--- config.mk ---
export PLATFORM = sky130hd
export DESIGN_NAME = fcw_top
export DESIGN_NICKNAME = d
export VERILOG_FILES = /design/src/include/fcw_pkg.sv /design/src/core/fcw_sync.sv /design/src/core/fcw_protect_chk.sv /design/src/core/fcw_top.sv
export VERILOG_INCLUDE_DIRS = /design/src /design/src/include
export SDC_FILE = /design/constraint.sdc
export NUM_CORES = 1
export LEC_CHECK = 0
export BUFFER_PORTS_ARGS = -buffer_cell sky130_fd_sc_hd__buf_2
export CAP_MARGIN = 20
export CELL_PAD_IN_SITES_DETAIL_PLACEMENT = 0
export CELL_PAD_IN_SITES_GLOBAL_PLACEMENT = 1
export CORE_MARGIN = 1.5
export CORE_UTILIZATION = 43
export CTS_CLUSTER_SIZE = 8
export DETAILED_ROUTE_END_ITERATION = 8
export PLACE_DENSITY = 0.78
export SETUP_SLACK_MARGIN = 0.5
export SLEW_MARGIN = 40
export SYNTH_ARGS = -nofsm -noshare
export SYNTH_HDL_FRONTEND = slang
export SYNTH_SLANG_ARGS = --single-unit
--- constraint.sdc ---
create_clock -name clk_i -period 2.95 [get_ports clk_i]
set_input_delay 0.885 -clock clk_i [delete_from_list [all_inputs] [get_ports clk_i]]
set_output_delay 0.885 -clock clk_i [all_outputs]
set_load 0.05 [all_outputs]
--- src/include/fcw_params.svh ---
// Constants for the flash configuration and status write block.
`ifndef FCW_PARAMS_SVH
`define FCW_PARAMS_SVH
// -----------------------------------------------------------------------------
// Command opcodes
// -----------------------------------------------------------------------------
`define FCW_OP_WRITE_ENABLE_CMD 8'h06
`define FCW_OP_WRDI 8'h04
`define FCW_OP_WRITE_STATUS_CMD 8'h01
`define FCW_OP_RDSR 8'h05
`define FCW_OP_RDCR 8'h15
`define FCW_OP_EN_WIDE 8'hb7
`define FCW_OP_EX_WIDE 8'he9
// -----------------------------------------------------------------------------
// Frame bit counts (opcode included) and saturation
// -----------------------------------------------------------------------------
`define FCW_CNT_OP 5'h08
`define FCW_CNT_ONE 5'h10
`define FCW_CNT_TWO 5'h18
`define FCW_CNT_MAX 5'h1f
// -----------------------------------------------------------------------------
// Field positions
// -----------------------------------------------------------------------------
`define FCW_ST_LOCK 7
`define FCW_ST_QE 6
`define FCW_ST_LVL_HI 5
`define FCW_ST_LVL_LO 2
`define FCW_CR_DC_HI 7
`define FCW_CR_DC_LO 6
`define FCW_CR_BOT 3
`define FCW_CR_ODS_HI 2
`define FCW_CR_ODS_LO 0
// -----------------------------------------------------------------------------
// Reset values
// -----------------------------------------------------------------------------
`define FCW_ODS_RST 3'h7
`define FCW_DC_RST 2'h0
`define FCW_LVL_RST 4'h0
`define FCW_OHM_RST 7'h1e
`define FCW_DUMMY_FAST_RST 4'h8
`define FCW_DUMMY_QIO_RST 4'h6
// -----------------------------------------------------------------------------
// Timing
// -----------------------------------------------------------------------------
`define FCW_CLK_NS 50
`define FCW_TW_NS 40000
`endif

--- src/include/fcw_pkg.sv ---
// Types shared by the flash configuration and status write block.
package fcw_pkg;
  typedef enum logic [0:0] {
    FCW_WR_IDLE = 1'b0,
    FCW_WR_BUSY = 1'b1
  } fcw_wr_state_type;
endpackage : fcw_pkg

--- src/core/fcw_sync.sv ---
// Two-flop synchroniser for pin inputs.
`timescale 1ns/1ps
module fcw_sync import fcw_pkg::*; #(
  parameter int WIDTH = 1,
  parameter logic [WIDTH-1:0] RST_VAL = '0
) (
  // Clock and reset
  input wire logic clk_i,
  input wire logic rst_i,
  // Pins
  input wire logic [WIDTH-1:0] async_i,
  output logic [WIDTH-1:0] sync_o
);
  logic [WIDTH-1:0] meta_q;
  logic [WIDTH-1:0] sync_q;

  always_ff @(posedge clk_i) begin
    if (rst_i) begin
      meta_q <= RST_VAL;
      sync_q <= RST_VAL;
    end else begin
      meta_q <= async_i;
      sync_q <= meta_q;
    end
  end

  assign sync_o = sync_q;
endmodule : fcw_sync

--- src/core/fcw_protect_chk.sv ---
// Decides whether an address falls inside the protected area.
`timescale 1ns/1ps
module fcw_protect_chk import fcw_pkg::*; #(
  parameter int BLK_W = 9
) (
  // Protection setting
  input wire logic [3:0] protect_level_i,
  input wire logic protect_from_bottom_i,
  // Address block
  input wire logic [BLK_W-1:0] blk_i,
  output logic hit_o
);
  localparam logic [15:0] NUM_BLK = 16'(2 ** BLK_W);
  logic [15:0] shifted;
  logic [15:0] covered;
  logic [15:0] blk_ext;

  // Level n covers 2^(n-1) blocks, clipped to the whole array.
  assign shifted = 16'h0001 << (protect_level_i - 4'h1);
  assign covered = (protect_level_i == 4'h0) ? 16'h0000 : ((shifted > NUM_BLK) ? NUM_BLK : shifted);
  assign blk_ext = 16'(blk_i);
  assign hit_o = protect_from_bottom_i ? (blk_ext < covered) : (blk_ext >= (NUM_BLK - covered));
endmodule : fcw_protect_chk

--- src/core/fcw_top.sv ---
// Configuration register and status register write handling of a serial flash.
// -----------------------------------------------------------------------------
// What this block does
// - Drive-strength select resets to code 111, the 30 ohm setting.
// - Drive-strength codes decode to 90,60,45,20,15,30 ohm; 000 and 100 reserved.
// - Drive-strength select changes only through the write-status command.
// - Protect-from-bottom is one-time bit, reset 0 for top, written by write-status.
// - Enter-wide-address sets the wide flag, exit clears it, reset clears it.
// - Config byte: dummy count 7:6, wide 5, reserved 4, bottom 3, drive 2:0.
// - Fast and quad-output reads use 8, 6, 8, 10 dummy clocks per code.
// - Quad I/O fast read uses 6, 4, 8, 10 dummy clocks per code.
// - Write-status updates registers only when the write latch was set beforehand.
// - Write-status data never alters the write-latch and write-busy status bits.
// - Select must rise after exactly 8 or 16 data bits, else command rejected.
// - Self-timed write starts as soon as select rises after an accepted command.
// - Busy reads 1 during the write, then clears along with the write latch.
// - With lock at 0, write-enable sets the latch whatever the pin level.
// - With lock at 1 and pin high, write-enable and status changes still work.
// - With lock at 1, pin low, quad-enable 0 and quad-command mode off, every status write is rejected.
// - Hard protect holds whenever lock is 1, pin low, quad-enable 0 and quad-command mode off, in either order.
// - Hard protect ends when the pin is driven high or quad-command mode is set.
// - Quad-enable or quad-command mode disables hard protect.
// - Program and erase to the protected area are refused in both modes.
// - Lock bit and protect-level bits reset to 0, array unprotected.
// -----------------------------------------------------------------------------
`timescale 1ns/1ps
`include "fcw_params.svh"
module fcw_top import fcw_pkg::*; #(
  parameter int BLK_W = 9,
  parameter int ADDR_W = 25,
  parameter int TW_NS = `FCW_TW_NS
) (
  // Clock and reset
  input wire logic clk_i,
  input wire logic rst_i,
  // Serial link pins
  input wire logic cs_n_i,
  input wire logic sclk_i,
  input wire logic si_i,
  output logic so_o,
  output logic so_oe_n_o,
  // Write-protect pin and mode
  input wire logic write_protect_pin_n_i,
  input wire logic quad_command_mode_i,
  // Program and erase check
  input wire logic pe_req_i,
  input wire logic [ADDR_W-1:0] pe_addr_i,
  output logic pe_refused_o,
  // Register and state view
  output logic [7:0] status_o,
  output logic [7:0] config_reg_o,
  output logic hard_protect_mode_o,
  output logic [6:0] drive_ohms_o,
  output logic [3:0] dummy_fast_o,
  output logic [3:0] dummy_quad_io_o
);
  localparam int TW_CYCLES = (TW_NS + `FCW_CLK_NS - 1) / `FCW_CLK_NS;
  localparam logic [15:0] TW_LAST = 16'(TW_CYCLES - 1);

  // ---------------------------------------------------------------------------
  // Pin sampling and edge detection
  // ---------------------------------------------------------------------------
  logic [3:0] pins_s;
  logic cs_n_s, sclk_s, si_s, wp_n_s;
  logic sclk_prev_q, cs_prev_q;
  logic sclk_rise, sclk_fall, cs_rise, cs_fall;

  fcw_sync #(.WIDTH(4), .RST_VAL(4'h9)) u_sync (
    .clk_i(clk_i),
    .rst_i(rst_i),
    .async_i({cs_n_i, sclk_i, si_i, write_protect_pin_n_i}),
    .sync_o(pins_s)
  );

  assign {cs_n_s, sclk_s, si_s, wp_n_s} = pins_s;
  assign sclk_rise = sclk_s & ~sclk_prev_q & ~cs_n_s;
  assign sclk_fall = ~sclk_s & sclk_prev_q & ~cs_n_s;
  assign cs_rise = cs_n_s & ~cs_prev_q;
  assign cs_fall = ~cs_n_s & cs_prev_q;

  always_ff @(posedge clk_i) begin
    if (rst_i) begin
      sclk_prev_q <= 1'b0;
      cs_prev_q <= 1'b1;
    end else begin
      sclk_prev_q <= sclk_s;
      cs_prev_q <= cs_n_s;
    end
  end

  // ---------------------------------------------------------------------------
  // Frame shifter
  // ---------------------------------------------------------------------------
  logic [4:0] bit_cnt_q;
  logic [7:0] opcode_q;
  logic [15:0] data_q;

  always_ff @(posedge clk_i) begin
    if (rst_i || cs_fall) begin
      bit_cnt_q <= 5'h00;
      opcode_q <= 8'h00;
      data_q <= 16'h0000;
    end else if (sclk_rise) begin
      if (bit_cnt_q != `FCW_CNT_MAX) begin
        bit_cnt_q <= bit_cnt_q + 5'h01;
      end
      if (bit_cnt_q < `FCW_CNT_OP) begin
        opcode_q <= {opcode_q[6:0], si_s};
      end else begin
        data_q <= {data_q[14:0], si_s};
      end
    end
  end

  // ---------------------------------------------------------------------------
  // Register state
  // ---------------------------------------------------------------------------
  fcw_wr_state_type wr_state_q;
  logic [15:0] wr_cnt_q;
  logic write_busy_q, write_latch_q, status_lock_q, quad_io_on_q;
  logic [3:0] protect_level_q;
  logic [2:0] drive_strength_sel_q;
  logic protect_from_bottom_q, wide_address_flag_q;
  logic [1:0] dummy_count_sel_q;
  logic [7:0] pend_status_q, pend_config_q;
  logic pend_cfg_q;

  logic hard_protect;
  logic one_byte, two_byte, frame_write_status_cmd, write_status_cmd_ok, wr_done;
  logic cmd_done, write_enable_cmd_ok, wrdi_ok, en_wide_ok, ex_wide_ok;
  logic [7:0] new_status;

  // Hard protect follows lock and pin level alike, whichever came first.
  assign hard_protect = status_lock_q & ~wp_n_s & ~quad_io_on_q & ~quad_command_mode_i;
  assign one_byte = (bit_cnt_q == `FCW_CNT_ONE);
  assign two_byte = (bit_cnt_q == `FCW_CNT_TWO);
  assign frame_write_status_cmd = (opcode_q == `FCW_OP_WRITE_STATUS_CMD) & (one_byte | two_byte);
  assign write_status_cmd_ok = cs_rise & frame_write_status_cmd & write_latch_q & ~write_busy_q & ~hard_protect;
  assign new_status = two_byte ? data_q[15:8] : data_q[7:0];
  assign cmd_done = cs_rise & (bit_cnt_q == `FCW_CNT_OP) & ~write_busy_q;
  assign write_enable_cmd_ok = cmd_done & (opcode_q == `FCW_OP_WRITE_ENABLE_CMD);
  assign wrdi_ok = cmd_done & (opcode_q == `FCW_OP_WRDI);
  assign en_wide_ok = cmd_done & (opcode_q == `FCW_OP_EN_WIDE);
  assign ex_wide_ok = cmd_done & (opcode_q == `FCW_OP_EX_WIDE);
  assign wr_done = (wr_state_q == FCW_WR_BUSY) & (wr_cnt_q == 16'h0000);

  // Self-timed write sequencer.
  always_ff @(posedge clk_i) begin
    if (rst_i) begin
      wr_state_q <= FCW_WR_IDLE;
      wr_cnt_q <= 16'h0000;
      write_busy_q <= 1'b0;
      pend_status_q <= 8'h00;
      pend_config_q <= 8'h00;
      pend_cfg_q <= 1'b0;
    end else begin
      case (wr_state_q)
        FCW_WR_IDLE: begin
          if (write_status_cmd_ok) begin
            wr_state_q <= FCW_WR_BUSY;
            wr_cnt_q <= TW_LAST;
            write_busy_q <= 1'b1;
            pend_status_q <= new_status;
            pend_config_q <= data_q[7:0];
            pend_cfg_q <= two_byte;
          end
        end
        FCW_WR_BUSY: begin
          if (wr_done) begin
            wr_state_q <= FCW_WR_IDLE;
            write_busy_q <= 1'b0;
          end else begin
            wr_cnt_q <= wr_cnt_q - 16'h0001;
          end
        end
        default: begin
          wr_state_q <= FCW_WR_IDLE;
          write_busy_q <= 1'b0;
        end
      endcase
    end
  end

  // Write latch.
  always_ff @(posedge clk_i) begin
    if (rst_i || wr_done || wrdi_ok) begin
      write_latch_q <= 1'b0;
    end else if (write_enable_cmd_ok) begin
      write_latch_q <= 1'b1;
    end
  end

  // Status fields, written only at the end of the timed write.
  always_ff @(posedge clk_i) begin
    if (rst_i) begin
      status_lock_q <= 1'b0;
      quad_io_on_q <= 1'b0;
      protect_level_q <= `FCW_LVL_RST;
    end else if (wr_done) begin
      status_lock_q <= pend_status_q[`FCW_ST_LOCK];
      quad_io_on_q <= pend_status_q[`FCW_ST_QE];
      protect_level_q <= pend_status_q[`FCW_ST_LVL_HI:`FCW_ST_LVL_LO];
    end
  end

  // Configuration fields.
  always_ff @(posedge clk_i) begin
    if (rst_i) begin
      drive_strength_sel_q <= `FCW_ODS_RST;
      protect_from_bottom_q <= 1'b0;
      dummy_count_sel_q <= `FCW_DC_RST;
    end else if (wr_done && pend_cfg_q) begin
      drive_strength_sel_q <= pend_config_q[`FCW_CR_ODS_HI:`FCW_CR_ODS_LO];
      protect_from_bottom_q <= protect_from_bottom_q | pend_config_q[`FCW_CR_BOT];
      dummy_count_sel_q <= pend_config_q[`FCW_CR_DC_HI:`FCW_CR_DC_LO];
    end
  end

  // Wide address flag.
  always_ff @(posedge clk_i) begin
    if (rst_i || ex_wide_ok) begin
      wide_address_flag_q <= 1'b0;
    end else if (en_wide_ok) begin
      wide_address_flag_q <= 1'b1;
    end
  end

  // ---------------------------------------------------------------------------
  // Decoded views
  // ---------------------------------------------------------------------------
  logic [7:0] status_val, config_val;
  logic [6:0] ohms;
  logic [3:0] dummy_fast, dummy_qio;

  assign status_val = {status_lock_q, quad_io_on_q, protect_level_q, write_latch_q, write_busy_q};
  assign config_val = {dummy_count_sel_q, wide_address_flag_q, 1'b0, protect_from_bottom_q,
                       drive_strength_sel_q};
  assign ohms = (drive_strength_sel_q == 3'h1) ? 7'h5a :
                (drive_strength_sel_q == 3'h2) ? 7'h3c :
                (drive_strength_sel_q == 3'h3) ? 7'h2d :
                (drive_strength_sel_q == 3'h5) ? 7'h14 :
                (drive_strength_sel_q == 3'h6) ? 7'h0f :
                (drive_strength_sel_q == 3'h7) ? 7'h1e : 7'h00;
  assign dummy_fast = (dummy_count_sel_q == 2'h1) ? 4'h6 :
                      (dummy_count_sel_q == 2'h3) ? 4'ha : 4'h8;
  assign dummy_qio = (dummy_count_sel_q == 2'h0) ? 4'h6 :
                     (dummy_count_sel_q == 2'h1) ? 4'h4 :
                     (dummy_count_sel_q == 2'h2) ? 4'h8 : 4'ha;

  // ---------------------------------------------------------------------------
  // Protected area check and register read-out
  // ---------------------------------------------------------------------------
  logic area_hit;
  logic reading;
  logic [7:0] rd_byte;
  logic [2:0] rd_idx_q;
  logic so_q, so_oe_n_q, pe_refused_q, hpm_q;
  logic [6:0] ohms_q;
  logic [3:0] dummy_fast_q, dummy_qio_q;

  fcw_protect_chk #(.BLK_W(BLK_W)) u_chk (
    .protect_level_i(protect_level_q),
    .protect_from_bottom_i(protect_from_bottom_q),
    .blk_i(pe_addr_i[ADDR_W-1 -: BLK_W]),
    .hit_o(area_hit)
  );

  assign reading = (bit_cnt_q >= `FCW_CNT_OP) &
                   ((opcode_q == `FCW_OP_RDSR) | (opcode_q == `FCW_OP_RDCR));
  assign rd_byte = (opcode_q == `FCW_OP_RDSR) ? status_val : config_val;

  always_ff @(posedge clk_i) begin
    if (rst_i || cs_n_s) begin
      rd_idx_q <= 3'h7;
      so_q <= 1'b0;
      so_oe_n_q <= 1'b1;
    end else if (sclk_fall && reading) begin
      rd_idx_q <= rd_idx_q - 3'h1;
      so_q <= rd_byte[rd_idx_q];
      so_oe_n_q <= 1'b0;
    end
  end

  always_ff @(posedge clk_i) begin
    if (rst_i) begin
      pe_refused_q <= 1'b0;
      hpm_q <= 1'b0;
      ohms_q <= `FCW_OHM_RST;
      dummy_fast_q <= `FCW_DUMMY_FAST_RST;
      dummy_qio_q <= `FCW_DUMMY_QIO_RST;
    end else begin
      pe_refused_q <= pe_req_i & area_hit;
      hpm_q <= hard_protect;
      ohms_q <= ohms;
      dummy_fast_q <= dummy_fast;
      dummy_qio_q <= dummy_qio;
    end
  end

  assign so_o = so_q;
  assign so_oe_n_o = so_oe_n_q;
  assign pe_refused_o = pe_refused_q;
  assign status_o = status_val;
  assign config_reg_o = config_val;
  assign hard_protect_mode_o = hpm_q;
  assign drive_ohms_o = ohms_q;
  assign dummy_fast_o = dummy_fast_q;
  assign dummy_quad_io_o = dummy_qio_q;
endmodule : fcw_top

# Word level (Yosys, flattened, before mapping)
# Cells that the tools add are included.
[totals]
inputBits = 33
ff_bits = 110
wordCells = 154
out_inout_bits = 35
[classes]
muxes = 26
eq_ne = 23
n_addsub = 5
n_bitwise = 37
n_reduce_logical = 22
n_lt_le_gt_ge = 6
shifts = 1
[op_table]
columns = ["cell", "n"]
rows = [
  ["2-to-1 mux 16 bit", 4],
  ["case mux 16 bit (2 select lines)", 1],
  ["== test 8 x 3 -> 1 bit (second input constant)", 3],
  ["AND 1 bit", 23],
  ["== test 8 bit (second input constant)", 2],
  ["greater-or-equal comparator 9 x 16 -> 1 bit", 1],
  ["> comparator 16 x 10 -> 1 bit (second input constant)", 1],
  ["zero test 16 bit", 1],
  ["less-than comparator 9 x 16 -> 1 bit", 1],
  ["2-to-1 mux 8 bit", 2],
  ["<< shifter 1 x 4 -> 16 bit (first input constant)", 1],
  ["subtractor 10 x 16 -> 16 bit (first input constant)", 1],
  ["subtractor 16 x 1 -> 16 bit (second input constant)", 1],
  ["2-to-1 mux 5 bit", 3],
  ["2-to-1 mux 6 bit", 2],
  ["AND reduction 2 bit", 6],
  ["inverter 1 bit", 11],
  ["== test 5 bit (second input constant)", 2],
  ["== test 3 bit (second input constant)", 3],
  ["== test 8 x 1 -> 1 bit (second input constant)", 1],
  ["== test 8 x 5 -> 1 bit (second input constant)", 1],
  ["2-to-1 mux 7 bit", 1],
  ["== test 3 x 2 -> 1 bit (second input constant)", 2],
  ["2-to-1 mux 1 bit", 6],
  ["25 further kinds", 40],
]

# Longest topological paths before layout
[logic_depth]
ltp_word = 9
depth_mapped = 13
ltp_nobuf = 11

# Cells and area by module
# A second synthesis with hierarchy kept.
[unflattened]
cells_unflattened = 571
area_unflattened_um2 = 4909.7
[by_module_without_submodules]
columns = ["mod", "cells_each", "seq_area_each_um2", "area_each_um2", "instances"]
rows = [
  ["fcw_top", 473, 1921.8, 4093.9, 1],
  ["fcw_protect_chk", 82, 0.0, 605.6, 1],
  ["fcw_sync", 16, 160.2, 210.2, 1],
]

# Worst setup path after synthesis
# Ideal clock, no wire load.
[synth_timing]
path_kind = "register to register"
start = "reg protect_level_q[0]"
end = "reg pe_refused_q (netlist: pe_refused_o)"
path_slack_ns = 0.002
required_time_ns = 2.824
arrival_time_ns = 2.823
synth_period_minus_slack_ns = 2.948
setup_ns = 0.126
path_buffers = 2
stages_incl_launch_ff = 13
path_cell_list = "dfxtp_1 clkbuf_1 nor2b_1 nand2_1 ha_1 buf_1 o21ai_0 o21ai_0 ha_1 a21o_1 a2111oi_0 o31a_1 o32ai_1"
[synth_via]
elab_chain_cells = 9
word_cells_on_any_way = 11
cone_classes = "2 x add/sub; 3 x order compare; 1 x shift; 3 x mux; 1 x bitwise; 1 x reduce/logical"
[synth_rtl]
columns = ["element", "line_no", "text"]
rows = [
  ["from (decl)", "fcw_top.sv:121", "logic [3:0] protect_level_q;"],
  ["from (signal assigned)", "fcw_top.sv:198", "protect_level_q <= `FCW_LVL_RST;"],
  ["from (signal assigned)", "fcw_top.sv:202", "protect_level_q <= pend_status_q[`FCW_ST_LVL_HI:`FCW_ST_LVL_LO];"],
  ["subtractor 4 x 1 -> 4 bit", "fcw_protect_chk.sv:19", "assign shifted = 16'h0001 << (protect_level_i - 4'h1);"],
  ["<< shifter 1 x 4 -> 16 bit", "fcw_protect_chk.sv:19", ""],
  ["> comparator 16 x 10 -> 1 bit", "fcw_protect_chk.sv:20", "assign covered = (protect_level_i == 4'h0) ? 16'h0000 : ((shifted > NUM_BLK) ? NUM_BLK : shifted);"],
  ["2-to-1 mux 16 bit", "fcw_protect_chk.sv:20", ""],
  ["2-to-1 mux 16 bit (*)", "fcw_protect_chk.sv:20", ""],
  ["subtractor 10 x 16 -> 16 bit", "fcw_protect_chk.sv:22", "assign hit_o = protect_from_bottom_i ? (blk_ext < covered) : (blk_ext >= (NUM_BLK - covered));"],
  ["greater-or-equal comparator 9 x 16 -> 1 bit", "fcw_protect_chk.sv:22", ""],
  ["2-to-1 mux 1 bit (*)", "fcw_protect_chk.sv:22", ""],
  ["AND 1 bit (*)", "fcw_top.sv:292", "pe_refused_q <= pe_req_i & area_hit;"],
  ["to (signal assigned)", "fcw_top.sv:292", ""],
  ["to (decl)", "fcw_top.sv:257", "logic so_q, so_oe_n_q, pe_refused_q, hpm_q;"],
]
# Every way passes the cells marked *; elsewhere a longest branch is shown, timed or not.
# A chain may end at the register's enable or synchronous reset.

# Worst setup path after layout
[layout_timing]
start = "reg wr_cnt_q[2]"
end = "reg wr_cnt_q[10]"
[layout_via]
elab_chain_cells = 4
word_cells_on_any_way = 7
cone_classes = "1 x add/sub; 1 x eq/ne; 2 x mux; 1 x bitwise; 2 x reduce/logical"
[layout_rtl]
columns = ["element", "line_no", "text"]
rows = [
  ["from (decl)", "fcw_top.sv:119", "logic [15:0] wr_cnt_q;"],
  ["from (signal assigned)", "fcw_top.sv:173", "wr_cnt_q <= wr_cnt_q - 16'h0001;"],
  ["branches (longest 4 deep; another with subtractor 16 x 1 -> 16 bit)", "-", ""],
]
# Several ways; the timed one is not identified. The select of a mux whose other input is x is not followed.

==> metrics.md <==
| Metric | Value |
|---|---|
| Layout cells sized above 1 | `0.176` |
| Max Slew Vio Count | `0` |
| Post-synth EDFFs | `0` |
| Root buf cell | `clkbuf_16` |
| Fin. Hold Viols | `0` |
| First-pass GRT wire length | `17600 microns` |
| Dpl hpwl | `7920 microns` |
| Clk_skew | `0.0101 ns` |
| GRT Overall Usage | `0.187` |
| Hold_buf cts | `0` |
| DR iter-0 viols | `165` |
| Startpoint Class | `flop` |
| Area after DPL | `5280 sq um` |
| Total CTS buffers | `9` |
| Tmin final | `2.34 ns` |
| Routed via count | `4099` |
| DIE AREA | `12000 sq um` |
| Total power | `0.00272 W` |
| CTS tree | `done` |
| Sequential-to-total area share from yosys stat | `0.427` |
| Syn Area/Cell | `8.47 sq um` |
| CP Max Fanout | `7` |
| Gpl congestion | `0.844` |
| IO Port Bufs | `48` |
| Cells after Synth | `576` |
| Worst Setup Path Type | `reg -> reg` |
| First drt pass iteration count | `4` |
| Crit share post-route | `0.792` |
| Netlist cell types | `60` |
| Fin area | `5660 sq um` |
| DRC Markers | `0` |
| ANT cells | `0` |
| Clock buffer depth | `2` |
| Crit path capture type | `flop` |
| Crit path DAT | `2.56 ns` |
| Final setup vio count | `0` |
| R2r worst-path depth | `5` |
| Die H | `110 microns` |
| Cell type with the largest total area after synthesis | `dfxtp_1` |
| Std-Cell Rows | `38` |
| Least-Margin Pin Slew | `0.661 ns` |
| Final WS setup | `0.614 ns` |
| Io pins | `68` |
| Pwr per Cell Area | `480 nW/um^2` |
| Relative slew margins | `0.559` |
| Avg WL per Cell | `14.5 microns` |
| Vias in the first global route | `3717` |
| H-Tree Depth | `3` |
| Status | `finished clean` |
| Final Core Density | `0.517` |
| Clock transition at the registers of the reported paths | `0.07 ns` |
| Pin count of the biggest net entering global routing | `44` |
| Die Wd | `110 microns` |
| Synth area leaders | `dfxtp_1, nand2_1, ha_1, a21oi_1, nor2_1` |
| Asr flop ratio synth | `0` |
| Nets | `680` |
| Top FF cell, synth | `dfxtp_1` |
| Setup TNS | `0 ns` |
| Post-Syn Area | `4880 sq um` |
| Skew-Pair Late Insertion Delay | `0.34 ns` |
| Flops & latches, synth | `104` |
| CP max-delay cell | `or4_1` |
| Antenna-violating nets left | `0` |
| Crit path cell chain | `or3_1 > or4_1 > or4_4 > xor2_1 > nor3_2` |
| Vias per cell | `5.35` |
| Leak | `2.22 nW` |
| Min-delay worst type | `reg -> reg` |
| Fmax | `0.428 GHz` |
| Data required, critical path | `3.17 ns` |
| Pre-CTS WS | `0.512 ns` |
| Layout area overhead | `15.9%` |
| Hold depth | `1` |
| Yosys warnings | `0` |
| Grt ovf | `0` |
| RSZ-0062 raised after global routing | `no` |
| # clock sinks | `104` |
| Initial Util | `0.446` |
| Core Region | `10900 sq um` |
| Yosys top cell area share | `0.427` |
| Max-Cap Viols | `0` |
| Peak supply drop | `0.386 mV` |
| Total Routed Length | `11100 microns` |
| CP max stage delay | `0.65 ns` |
| Initial antenna violation count | `0` |
[power breakdown]
part | switching (W) | internal (W)
clock network | 0.000548 | 0.000673
registers | 0.00000334 | 0.00140
logic | 0.0000550 | 0.0000326
[cells in the mapped netlist, drive strengths merged, types with 2 or more instances]
cell / n
or3b: 2
a31oi: 3
dfxtp: 104
ha: 26
a21o: 3
a211o: 3
nor4b: 4
nand2: 91
o211ai: 9
mux2i: 11
nand4: 5
or3: 7
o21a: 2
clkbuf: 23
inv: 21
o31a: 2
nor2b: 13
or4: 6
xor2: 9
a311oi: 2
xnor2: 7
o21ai: 10
or4b: 2
nand3: 20
nand2b: 7
nor3b: 3
or2: 5
nor2: 45
o311ai: 2
buf: 13
a21oi: 53
o2111ai: 3
a21boi: 3
and3: 7
nand3b: 2
a2111oi: 2
a211oi: 13
nor3: 16
nor4: 4
[layout make-up]
class | count | area (sq um)
sequential | 104 | 2100
tap | 140 | 175
multi-input combinational | 417 | 2610
timing repair buffer | 68 | 390
clock inverter | 6 | 72.6
clock buffer | 10 | 229
inverter | 21 | 78.8
fill | 1058 | 5280
[kinds of logic (layout without fill, tap and decap cells)]
group / count (synthesis) / in the layout / share of synthesized area
xor+xnor: 16 / 16 / 0.0287
buf+inv: 57 / 105 / 0.0516
fa+ha+maj: 26 / 26 / 0.0667
flops: 104 / 104 / 0.427
compound gates: 119 / 119 / 0.156
simple gates: 240 / 240 / 0.240
mux: 13 / 13 / 0.0295
other cells: 1 / 3 / 0.000769
[cells in the final DEF, fill, tap and decap left out, types with 8 or more instances in the layout]
master and count:
inv_1 21, mux2i_1 11, xor2_1 9, buf_2 48, nand3_1 20, o21ai_0 8
ha_1 25, a21oi_1 53, nor2_1 43, clkbuf_16 9, nor3_1 15, dfxtp_1 100
nor2b_1 11, nand2_1 91, a211oi_1 13, o211ai_1 9, buf_4 20
[state kept, by name, summed over array words and instances, names as in the netlist, 4 cells and up]
signal / cells
opcode_q: 8
bit_cnt_q: 5
pend_status_q: 6
data_q: 16
wr_cnt_q: 16
drive_ohms_o: 7
pend_config_q: 6
u_sync.sync_o: 4
protect_level_q: 4
u_sync.meta_q: 4
[timing repair]
action                     CTS  global route
buffers inserted             0             6
resized for setup            0             6
setup endpoints to repair    0             1
[critical path: cells and delay by family (launching register included)]
family                    cells  cell delay, ns
xor gates and xnor gates      1            0.19
DFF                           1            0.35
and+or+nand+nor               4            1.67
[metrics by stage]
stage	hold slack [ns]	instances
global route	0.439	766
finish	0.414	766
detailed placement	0.399	744
CTS	0.416	760
global placement	0.399	744
floorplan	0.389	578
[final timing paths]
kind,slack [ns],to,from
max,0.61,wr_cnt_q[10],wr_cnt_q[2]
min,0.41,u_sync.sync_o[3],u_sync.meta_q[3]
min reg2reg,0.41,u_sync.sync_o[3],u_sync.meta_q[3]
max reg2reg,0.61,wr_cnt_q[10],wr_cnt_q[2]
[layer usage]
| layer | GRT usage | share of wire |
|---|---|---|
| met1 | 0.250 | 0.49 |
| met2 | 0.309 | 0.46 |
| met3 | 0.0344 | 0.041 |
| met4 | 0.0519 | 0.0094 |
| met5 | 0 | 0 |
Power figures use the tool's default switching activity.
